**config.mk**
```make
export PLATFORM = sky130hd
export DESIGN_NAME = limit_status_registers
export DESIGN_NICKNAME = d
export VERILOG_FILES = /design/src/hdl/limit_status_pkg.sv /design/src/hdl/compare_if.sv /design/src/hdl/window_compare.sv /design/src/hdl/limit_status_registers.sv
export SDC_FILE = /design/constraint.sdc
export NUM_CORES = 1
export LEC_CHECK = 0
export BUFFER_PORTS_ARGS = -buffer_cell sky130_fd_sc_hd__buf_2
export CORE_ASPECT_RATIO = 0.5
export CORE_MARGIN = 5
export CORE_UTILIZATION = 60
export CTS_BUF_LIST = sky130_fd_sc_hd__clkbuf_16
export CTS_CLUSTER_SIZE = 40
export DETAILED_ROUTE_END_ITERATION = 8
export GPL_TIMING_DRIVEN = 0
export PLACE_DENSITY = 0.87
export SLEW_MARGIN = 20
export SYNTH_ARGS = -nofsm -noshare
export SYNTH_HDL_FRONTEND = slang
export SYNTH_SLANG_ARGS = --single-unit
```
**constraint.sdc**
```tcl
create_clock -name sys_clk_i -period 3.7 [get_ports sys_clk_i]
set_input_delay 0.185 -clock sys_clk_i [delete_from_list [all_inputs] [get_ports sys_clk_i]]
set_output_delay 0.185 -clock sys_clk_i [all_outputs]
set_load 0.02 [all_outputs]
```
**src/hdl/limit_status_pkg.sv**
```systemverilog
// constants shared by the limit status register bank and its comparator
package limit_status_pkg;

    // data and channel index widths
    localparam int DATA_W = 8;
    localparam int CHAN_W = 5;
    localparam int GROUP_COUNT = 8;
    localparam int RAIL_COUNT = 6;
    localparam int DIODE_COUNT = 2;

    // register byte addresses on the management read port
    localparam logic [7:0] ADDR_TEMP_SUPPLY = 8'h20;
    localparam logic [7:0] ADDR_ANALOG = 8'h21;
    localparam logic [7:0] ADDR_FAN_TACH = 8'h22;

    // power-on value of every status register and answer to a miss
    localparam logic [7:0] STATUS_RESET = 8'h00;
    localparam logic [7:0] READ_UNMAPPED = 8'h00;

    // measurement channel numbering on the result stream
    localparam logic [4:0] CH_DIODE_ONE = 5'h00;
    localparam logic [4:0] CH_DIODE_TWO = 5'h01;
    localparam logic [4:0] CH_AUX_NINE = 5'h02;
    localparam logic [4:0] CH_RAIL_BASE = 5'h03;
    localparam logic [4:0] CH_ANALOG_BASE = 5'h09;
    localparam logic [4:0] CH_TACH_BASE = 5'h11;

    // bit positions inside the temperature and supply register
    localparam int BIT_DIODE_ONE = 0;
    localparam int BIT_DIODE_TWO = 1;
    localparam int BIT_RAIL_BASE = 2;

    // thermal alarm release hysteresis, one code step per degree
    localparam int HYST_DEG_C = 5;
    localparam logic signed [8:0] HYST_CODE = 9'(HYST_DEG_C);

    typedef logic [7:0] status_byte_t;

endpackage : limit_status_pkg

```
**src/hdl/compare_if.sv**
```systemverilog
// carrier between the status bank and its window comparator
`timescale 1ns/1ns
`default_nettype none
interface compare_if;
    logic [7:0] value;    // converted result under test
    logic [7:0] high;     // high limit
    logic [7:0] low;      // low limit
    logic low_check;      // low limit is checked
    logic is_signed;      // two's complement temperature code
    logic above;          // value above high limit
    logic below;          // value below low limit

    modport requester (
        output value, high, low, low_check, is_signed,
        input above, below
    );
    modport judge (
        input value, high, low, low_check, is_signed,
        output above, below
    );
endinterface : compare_if
`default_nettype wire

```
**src/hdl/window_compare.sv**
```systemverilog
// window comparator for one converted result against its limits
`timescale 1ns/1ns
`default_nettype none
module window_compare
    import limit_status_pkg::*;
(
    // compare request and answer
    compare_if.judge port
);

    // signed view used for temperature codes only
    logic signed [8:0] val_ext;
    logic signed [8:0] high_ext;
    logic signed [8:0] low_ext;

    // sign or zero extend so one comparison serves both code types
    always_comb
    begin
        val_ext = {port.is_signed & port.value[DATA_W-1], port.value};
        high_ext = {port.is_signed & port.high[DATA_W-1], port.high};
        low_ext = {port.is_signed & port.low[DATA_W-1], port.low};
        port.above = val_ext > high_ext;
        // tach channels only have a high limit, so low is gated
        port.below = port.low_check & (val_ext < low_ext);
    end

endmodule : window_compare
`default_nettype wire

```
**src/hdl/limit_status_registers.sv**
```systemverilog
// read-only limit status registers of the hardware monitor
`timescale 1ns/1ns
`default_nettype none
module limit_status_registers
    import limit_status_pkg::*;
(
    // clock and reset
    input wire logic sys_clk_i,
    input wire logic rst_i,
    // conversion result stream, one channel per strobe
    input wire logic meas_valid_i,
    input wire logic [4:0] meas_chan_i,
    input wire logic [7:0] meas_value_i,
    input wire logic [7:0] meas_high_i,
    input wire logic [7:0] meas_low_i,
    input wire logic cycle_done_i,
    // thermal alarm limits and diode two mode
    input wire logic [7:0] thermal_alarm_mode_lim_one_i,
    input wire logic [7:0] thermal_alarm_mode_lim_two_i,
    input wire logic diode_two_volt_mode_i,
    // interrupt masks, one bit per status bit
    input wire logic [7:0] mask_temp_supply_i,
    input wire logic [7:0] mask_analog_i,
    input wire logic [7:0] mask_fan_i,
    // register read port behind the serial interface
    input wire logic rd_en_i,
    input wire logic [7:0] rd_addr_i,
    output logic [7:0] rd_data_o,
    output logic rd_valid_o,
    // alarm and alert state
    output logic [1:0] thermal_alarm_mode_active_o,
    output logic alert_o
);

    // comparator link
    compare_if cmp ();

    // per-measurement out-of-window hits for each register
    status_byte_t hit_ts;
    status_byte_t hit_an;
    status_byte_t hit_fan;
    logic oow;             // current measurement out of window
    logic is_tach;         // current channel is a tach channel
    logic is_temp;         // current channel is a diode temperature

    // alarm mode state and its edge events
    logic [1:0] thermal_alarm_mode_reg;
    logic [1:0] thermal_alarm_mode_next;
    logic [1:0] thermal_alarm_mode_ev;   // one-cycle engage or release event

    // flags gathered during the running conversion cycle
    status_byte_t pend_ts_reg;
    status_byte_t pend_ts_next;
    status_byte_t pend_an_reg;
    status_byte_t pend_an_next;
    status_byte_t pend_fan_reg;
    status_byte_t pend_fan_next;

    // visible status registers
    status_byte_t stat_ts_reg;
    status_byte_t stat_ts_next;
    status_byte_t stat_an_reg;
    status_byte_t stat_an_next;
    status_byte_t stat_fan_reg;
    status_byte_t stat_fan_next;

    // read port and alert outputs
    logic [7:0] rd_data_reg;
    logic [7:0] rd_data_next;
    logic rd_valid_reg;
    logic rd_valid_next;
    logic alert_reg;
    logic alert_next;

    // channel classes for the comparator setup
    always_comb
    begin
        is_tach = meas_chan_i >= CH_TACH_BASE;
        is_temp = (meas_chan_i == CH_DIODE_ONE)
            | ((meas_chan_i == CH_DIODE_TWO) & ~diode_two_volt_mode_i);
    end

    // feed the comparator; tach checks skip the low limit
    assign cmp.value = meas_value_i;
    assign cmp.high = meas_high_i;
    assign cmp.low = meas_low_i;
    assign cmp.low_check = ~is_tach;
    assign cmp.is_signed = is_temp;
    assign oow = cmp.above | cmp.below;

    window_compare u_compare (
        .port(cmp.judge)
    );

    // diode bits; in voltage mode bit1 follows aux nine instead
    always_comb
    begin
        hit_ts[BIT_DIODE_ONE] = meas_valid_i & oow
            & (meas_chan_i == CH_DIODE_ONE);
        hit_ts[BIT_DIODE_TWO] = meas_valid_i & oow
            & (diode_two_volt_mode_i ? (meas_chan_i == CH_AUX_NINE)
                                     : (meas_chan_i == CH_DIODE_TWO));
    end

    // one comparator hit decode per status bit
    genvar g;
    generate
        for (g = 0; g < RAIL_COUNT; g++)
        begin : g_rail
            localparam logic [4:0] RAIL_CH = 5'(int'(CH_RAIL_BASE) + g);
            assign hit_ts[BIT_RAIL_BASE + g] = meas_valid_i & oow
                & (meas_chan_i == RAIL_CH);
        end
        for (g = 0; g < GROUP_COUNT; g++)
        begin : g_group
            localparam logic [4:0] AN_CH = 5'(int'(CH_ANALOG_BASE) + g);
            localparam logic [4:0] FAN_CH = 5'(int'(CH_TACH_BASE) + g);
            assign hit_an[g] = meas_valid_i & oow
                & (meas_chan_i == AN_CH);
            assign hit_fan[g] = meas_valid_i & cmp.above
                & (meas_chan_i == FAN_CH);
        end
    endgenerate

    // alarm mode: engage above the limit, release more than 5 degrees below it
    always_comb
    begin
        logic signed [8:0] temp_ext;
        logic signed [8:0] lim_ext;
        logic match;
        temp_ext = 9'sh000;
        lim_ext = 9'sh000;
        match = 1'b0;
        thermal_alarm_mode_next = thermal_alarm_mode_reg;
        thermal_alarm_mode_ev = 2'h0;
        for (int k = 0; k < DIODE_COUNT; k++)
        begin
            temp_ext = {meas_value_i[DATA_W-1], meas_value_i};
            if (k == 0)
            begin
                lim_ext = {thermal_alarm_mode_lim_one_i[DATA_W-1], thermal_alarm_mode_lim_one_i};
                match = meas_chan_i == CH_DIODE_ONE;
            end
            else
            begin
                lim_ext = {thermal_alarm_mode_lim_two_i[DATA_W-1], thermal_alarm_mode_lim_two_i};
                match = (meas_chan_i == CH_DIODE_TWO)
                    & ~diode_two_volt_mode_i;
            end
            if (meas_valid_i & match)
            begin
                if (!thermal_alarm_mode_reg[k] && temp_ext > lim_ext)
                begin
                    // engage: flag the bit once
                    thermal_alarm_mode_next[k] = 1'b1;
                    thermal_alarm_mode_ev[k] = 1'b1;
                end
                else if (thermal_alarm_mode_reg[k] && (temp_ext + HYST_CODE) < lim_ext)
                begin
                    // release: flag the bit once more
                    thermal_alarm_mode_next[k] = 1'b0;
                    thermal_alarm_mode_ev[k] = 1'b1;
                end
            end
        end
        // a diode used as a voltage input has no alarm; drop silently
        if (diode_two_volt_mode_i)
        begin
            thermal_alarm_mode_next[1] = 1'b0;
        end
    end

    // gather hits; a hit in the closing cycle lands in the status
    always_comb
    begin
        status_byte_t ev_ts;
        ev_ts = hit_ts;
        ev_ts[BIT_DIODE_ONE] = hit_ts[BIT_DIODE_ONE] | thermal_alarm_mode_ev[0];
        ev_ts[BIT_DIODE_TWO] = hit_ts[BIT_DIODE_TWO] | thermal_alarm_mode_ev[1];
        stat_ts_next = stat_ts_reg;
        stat_an_next = stat_an_reg;
        stat_fan_next = stat_fan_reg;
        pend_ts_next = pend_ts_reg | ev_ts;
        pend_an_next = pend_an_reg | hit_an;
        pend_fan_next = pend_fan_reg | hit_fan;
        if (cycle_done_i)
        begin
            // status shows only the cycle just finished; the event
            // pulses therefore appear for one cycle only
            stat_ts_next = pend_ts_reg | ev_ts;
            stat_an_next = pend_an_reg | hit_an;
            stat_fan_next = pend_fan_reg | hit_fan;
            pend_ts_next = STATUS_RESET;
            pend_an_next = STATUS_RESET;
            pend_fan_next = STATUS_RESET;
        end
    end

    // register read decode; reads have no side effect
    always_comb
    begin
        rd_valid_next = rd_en_i;
        rd_data_next = rd_data_reg;
        if (rd_en_i)
        begin
            unique case (rd_addr_i)
                ADDR_TEMP_SUPPLY: rd_data_next = stat_ts_reg;
                ADDR_ANALOG: rd_data_next = stat_an_reg;
                ADDR_FAN_TACH: rd_data_next = stat_fan_reg;
                default: rd_data_next = READ_UNMAPPED;
            endcase
        end
    end

    // alert request from any unmasked status bit
    always_comb
    begin
        alert_next = |(stat_ts_reg & ~mask_temp_supply_i)
            | |(stat_an_reg & ~mask_analog_i)
            | |(stat_fan_reg & ~mask_fan_i);
    end

    // state registers; the host has no write path to the status
    always_ff @(posedge sys_clk_i or posedge rst_i)
    begin
        if (rst_i)
        begin
            thermal_alarm_mode_reg <= 2'h0;
            pend_ts_reg <= STATUS_RESET;
            pend_an_reg <= STATUS_RESET;
            pend_fan_reg <= STATUS_RESET;
            stat_ts_reg <= STATUS_RESET;
            stat_an_reg <= STATUS_RESET;
            stat_fan_reg <= STATUS_RESET;
            rd_data_reg <= READ_UNMAPPED;
            rd_valid_reg <= 1'b0;
            alert_reg <= 1'b0;
        end
        else
        begin
            thermal_alarm_mode_reg <= thermal_alarm_mode_next;
            pend_ts_reg <= pend_ts_next;
            pend_an_reg <= pend_an_next;
            pend_fan_reg <= pend_fan_next;
            stat_ts_reg <= stat_ts_next;
            stat_an_reg <= stat_an_next;
            stat_fan_reg <= stat_fan_next;
            rd_data_reg <= rd_data_next;
            rd_valid_reg <= rd_valid_next;
            alert_reg <= alert_next;
        end
    end

    // outputs straight from flops
    assign rd_data_o = rd_data_reg;
    assign rd_valid_o = rd_valid_reg;
    assign thermal_alarm_mode_active_o = thermal_alarm_mode_reg;
    assign alert_o = alert_reg;

    // status only moves when a conversion cycle closes
    status_hold_a: assert property (
        @(posedge sys_clk_i) disable iff (rst_i)
        !cycle_done_i |=> $stable(stat_ts_reg) && $stable(stat_an_reg)
            && $stable(stat_fan_reg))
        else $error("status changed outside cycle end");

    // a read answers next cycle, misses read zero
    read_answer_a: assert property (
        @(posedge sys_clk_i) disable iff (rst_i)
        rd_en_i && rd_addr_i != ADDR_TEMP_SUPPLY
            && rd_addr_i != ADDR_ANALOG && rd_addr_i != ADDR_FAN_TACH
        |=> rd_valid_o && rd_data_o == READ_UNMAPPED)
        else $error("unmapped read not answered with zero");

    // diode one miss in the closing cycle shows in bit0
    diode_one_a: assert property (
        @(posedge sys_clk_i) disable iff (rst_i)
        cycle_done_i && meas_valid_i && meas_chan_i == CH_DIODE_ONE
            && (cmp.above || cmp.below)
        |=> stat_ts_reg[BIT_DIODE_ONE])
        else $error("diode one miss not flagged");

    // engage sets the mode and pulses the bit
    thermal_alarm_mode_engage_a: assert property (
        @(posedge sys_clk_i) disable iff (rst_i)
        meas_valid_i && meas_chan_i == CH_DIODE_ONE && !thermal_alarm_mode_reg[0]
            && $signed(meas_value_i) > $signed(thermal_alarm_mode_lim_one_i)
        |=> thermal_alarm_mode_active_o[0]
            && (pend_ts_reg[BIT_DIODE_ONE] || stat_ts_reg[BIT_DIODE_ONE]))
        else $error("alarm engage not taken");
    // release needs the full hysteresis below the limit
    thermal_alarm_mode_release_a: assert property (
        @(posedge sys_clk_i) disable iff (rst_i)
        meas_valid_i && meas_chan_i == CH_DIODE_ONE && thermal_alarm_mode_reg[0]
            && $signed(meas_value_i) >= $signed(thermal_alarm_mode_lim_one_i) - HYST_DEG_C
        |=> thermal_alarm_mode_active_o[0])
        else $error("alarm released inside hysteresis");
    // voltage mode routes aux nine into bit1
    aux_nine_a: assert property (
        @(posedge sys_clk_i) disable iff (rst_i)
        cycle_done_i && diode_two_volt_mode_i && meas_valid_i
            && meas_chan_i == CH_AUX_NINE && (cmp.above || cmp.below)
        |=> stat_ts_reg[BIT_DIODE_TWO] && !thermal_alarm_mode_active_o[1])
        else $error("aux nine miss not in bit1");
    // analog channel zero lands in bit0 of the second byte
    analog_bit_a: assert property (
        @(posedge sys_clk_i) disable iff (rst_i)
        cycle_done_i && meas_valid_i && meas_chan_i == CH_ANALOG_BASE
            && meas_value_i > meas_high_i
        |=> stat_an_reg[0])
        else $error("analog miss not flagged");
    // tach below its low limit never flags
    tach_high_a: assert property (
        @(posedge sys_clk_i) disable iff (rst_i)
        cycle_done_i && meas_valid_i && meas_chan_i == CH_TACH_BASE
            && meas_value_i <= meas_high_i && !pend_fan_reg[0]
        |=> !stat_fan_reg[0])
        else $error("tach flagged on low limit");
    // fully masked status never raises the alert
    alert_mask_a: assert property (
        @(posedge sys_clk_i) disable iff (rst_i)
        mask_temp_supply_i == 8'hFF && mask_analog_i == 8'hFF
            && mask_fan_i == 8'hFF |=> !alert_o)
        else $error("masked status raised alert");

endmodule : limit_status_registers
`default_nettype wire

```
==> metrics.md <==
| Metric | Value |
|---|---|
| Final hold vios | `0` |
| Clock Sinks | `60` |
| Crit end category | `flop` |
| Register area | `1500 um2` |
| Ys flop type | `dfrtp_1` |
| Mux cell area share after synthesis | `3.49%` |
| Worst-path clk slew | `0.05 ns` |
| Outcome | `finished clean` |
| Leakage power | `2.61 nW` |
| Worst Clk Skew | `0.00414 ns` |
| WL/cell | `17.0 um` |
| Final min period | `2.19 ns` |
| Worst slew pin tran | `0.690 ns` |
| Setup WS pre-CTS | `1.19 ns` |
| DRT antenna net count | `0` |
| Setup Buffers After CTS | `0` |
| Hold Path Class | `input port to flop` |
| Diode count | `0` |
| Routability congestion estimate | `0.905` |
| Die height | `70.2 um` |
| Mapped cell area | `4340 um2` |
| I/O Buffers | `92` |
| Final setup viols | `0` |
| Post-synthesis xor/xnor area fraction | `1.99%` |
| DIE AREA | `9150 um2` |
| Critical path origin | `meas_value_i[2]` |
| Largest family of logic cells by synthesized area | `compound AO/OA/AOI/OAI gates` |
| Worst R2R End | `alert_o$_DFF_PP0_` |
| Worst setup path class | `input port to flop` |
| Critical path data arrival time | `2.43 ns` |
| Hold path depth | `2` |
| Commonest non-fill, non-tap cell in the layout | `buf_2` |
| Vias | `4,114` |
| Worst slew margin | `54.0%` |
| Total GRT Usage | `26.9%` |
| Compound-Gate Fraction of Synth Area | `21.1%` |
| Post-Synth Simple-Gate Area | `16.9%` |
| Hold path startpoint | `diode_two_volt_mode_i` |
| Drt via density | `5.95` |
| CTS tree | `done` |
| Mapped Nets | `621` |
| Hpwl dp | `8860 um` |
| Reg2Reg Depth | `5` |
| Max Cap Violations | `0` |
| DR DRC count | `0` |
| Row cnt | `21` |
| Post-synth EDFFs | `0` |
| Cts bufs inserted | `9` |
| Most frequent cells in the layout | `buf_2, dfrtp_1, inv_1, ha_1, nor2_1` |
| Ports | `95` |
| Largest fanout on the critical path | `10` |
| Clock Root Buffer | `clkbuf_16` |
| H-Tree Depth | `3` |
| Remaining global-route overflow | `0` |
| Initial Util | `63.3%` |
| Synth-to-layout area growth | `22.2%` |
| Crit path launch type | `input port` |
| Clock latency at the later pin of the worst-skew pair | `0.33 ns` |
| Seq/Total Area, Yosys | `34.6%` |
| Fmax | `456 MHz` |
| Final setup margin | `1.51 ns` |
| Fillers | `490` |
| Chip Width | `130 um` |
| Synthesized instance count | `488` |
| Hold Path End | `thermal_alarm_mode_active_o[1]$_DFFE_PP0P_` |
| Ys Warns | `0` |
| Synth cell types | `59` |
| Initial DRC count | `238` |
| Post-CTS resize count | `0` |
| Vias in the first global route | `4,103` |
| Peak supply drop | `0.000256 V` |
| First-pass iteration count of the detailed router | `5` |
| Initial antenna violation count | `0` |
| First-pass GRT wire length | `19,500 um` |
| Req. time, crit path | `3.93 ns` |
| Asr flop ratio synth | `100%` |
| TNS Setup | `0 ns` |
| Final Max Tran Viols | `0` |
| Period utilisation layout | `59.3%` |
| Core area | `6860 um2` |
| Routed WL | `11,700 um` |
| Clock Tree Buf Depth | `2` |
| Layout cells sized above 1 | `22.4%` |
| Mean Syn Cell Area | `8.90 um2` |
| Area occupied by multi-input gates | `2520 um2` |
| Unrepaired setup endpoints after global routing | `no` |
| Pin count of the biggest net entering global routing | `60` |
| Pwr dens | `385 nW/um2` |
| Setup slack, reg-to-reg | `2.42 ns` |
| Critical R2R Launch | `stat_ts_reg[2]$_DFFE_PP0P_` |
| Post-synthesis register bit count | `60` |
| Nets | `727` |
| Post-synthesis adder-cell area fraction | `14.4%` |
-- metal layers --
metal	GRT usage, %	up-vias	part of all wire, %
li1	-	1952	-
met1	35.0	1918	43
met2	43.0	217	44
met4	7.30	0	2.2
met3	8.91	27	11
met5	0	-	0
-- final cells by class --
class / instances / share of cell area (%)
buffer: 21 / 1.89
clock buffer: 9 / 4.24
clock inverter: 7 / 2.17
inverter: 60 / 4.29
multi-input combinational: 347 / 47.4
sequential: 60 / 28.3
tap: 92 / 2.17
timing repair buffer: 95 / 9.57
-- cell families (layout without fill, tap and decap cells) --
kind of cell	Yosys count	count (layout)
AO/OA/AOI/OAI	132	132
AND/OR/NAND/NOR	141	141
XOR/XNOR	9	9
flip-flops	60	60
buffers and inverters	81	192
multiplexers	15	15
adder cells (fa/ha/maj)	50	50
-- power breakdown --
part           internal, mW  total [mW]  switching (mW)
clock                 0.654       0.952           0.298
combinational         0.157       0.384           0.227
sequential            0.683       0.707          0.0235
-- metrics by stage --
stage          power [mW]  utilization [%]  hold slack [ns]  instance area, um2  cells
6_report             2.04             77.4           0.0869                5310    691
5_1_grt              2.14             77.4           0.0920                5310    691
4_1_cts              2.05             77.4           0.0764                5310    691
3_5_place_dp         1.09             72.2           0.0539                4950    673
3_3_place_gp         1.08             71.7            0.310                4920    672
2_1_floorplan       0.953                -            0.216                4340    488
-- cells in the mapped netlist, types with 3 or more instances --
master | number | area share, %
dfrtp_1 | 60 | 35
inv_1 | 60 | 5.2
ha_1 | 50 | 14
nor2_1 | 47 | 4.1
o21ai_0 | 30 | 3.5
a21oi_1 | 29 | 3.3
nand2_1 | 22 | 1.9
nand2b_1 | 20 | 2.9
clkbuf_1 | 15 | 1.3
mux2i_1 | 14 | 3.2
o22ai_1 | 12 | 1.7
a31oi_1 | 11 | 1.6
nand3_1 | 11 | 1.3
a22oi_1 | 8 | 1.4
o41ai_2 | 8 | 3.0
nand4_1 | 7 | 1.0
nor2b_1 | 6 | 0.86
nor4_1 | 5 | 0.72
o21a_1 | 5 | 0.86
o41ai_1 | 5 | 1.0
xnor2_1 | 5 | 1.0
nor3_1 | 4 | 0.46
a211oi_1 | 3 | 0.52
a21o_1 | 3 | 0.52
a41oi_1 | 3 | 0.60
o31ai_1 | 3 | 0.52
xor2_1 | 3 | 0.60
-- critical path: stages --
cell and delay, ns:
buf_2 0.16, ha_1 0.32, a211oi_1 0.24, o221ai_1 0.16, a41oi_1 0.35, mux2i_1 0.34
buf_2 0.29, o211ai_1 0.14, a21oi_1 0.23
-- how the worst max path moves through the flow --
stage                            endpoint  slack (ns)
4_1_cts          pend_an_reg[7]$_DFF_PP0_        1.52
6_report         pend_an_reg[7]$_DFF_PP0_        1.51
3_5_place_dp     pend_an_reg[7]$_DFF_PP0_        1.19
2_1_floorplan  stat_an_reg[7]$_DFFE_PP0P_        1.75
3_3_place_gp     pend_ts_reg[0]$_DFF_PP0_        1.31
5_1_grt          pend_an_reg[7]$_DFF_PP0_        1.34
-- repair_timing --
action / CTS / global route
setup endpoints to repair: 0 / 0
hold buffers: 2 / 0
endpoints found under the hold margin: 61 / 0
Note: power is estimated with default switching activity, not from simulation.
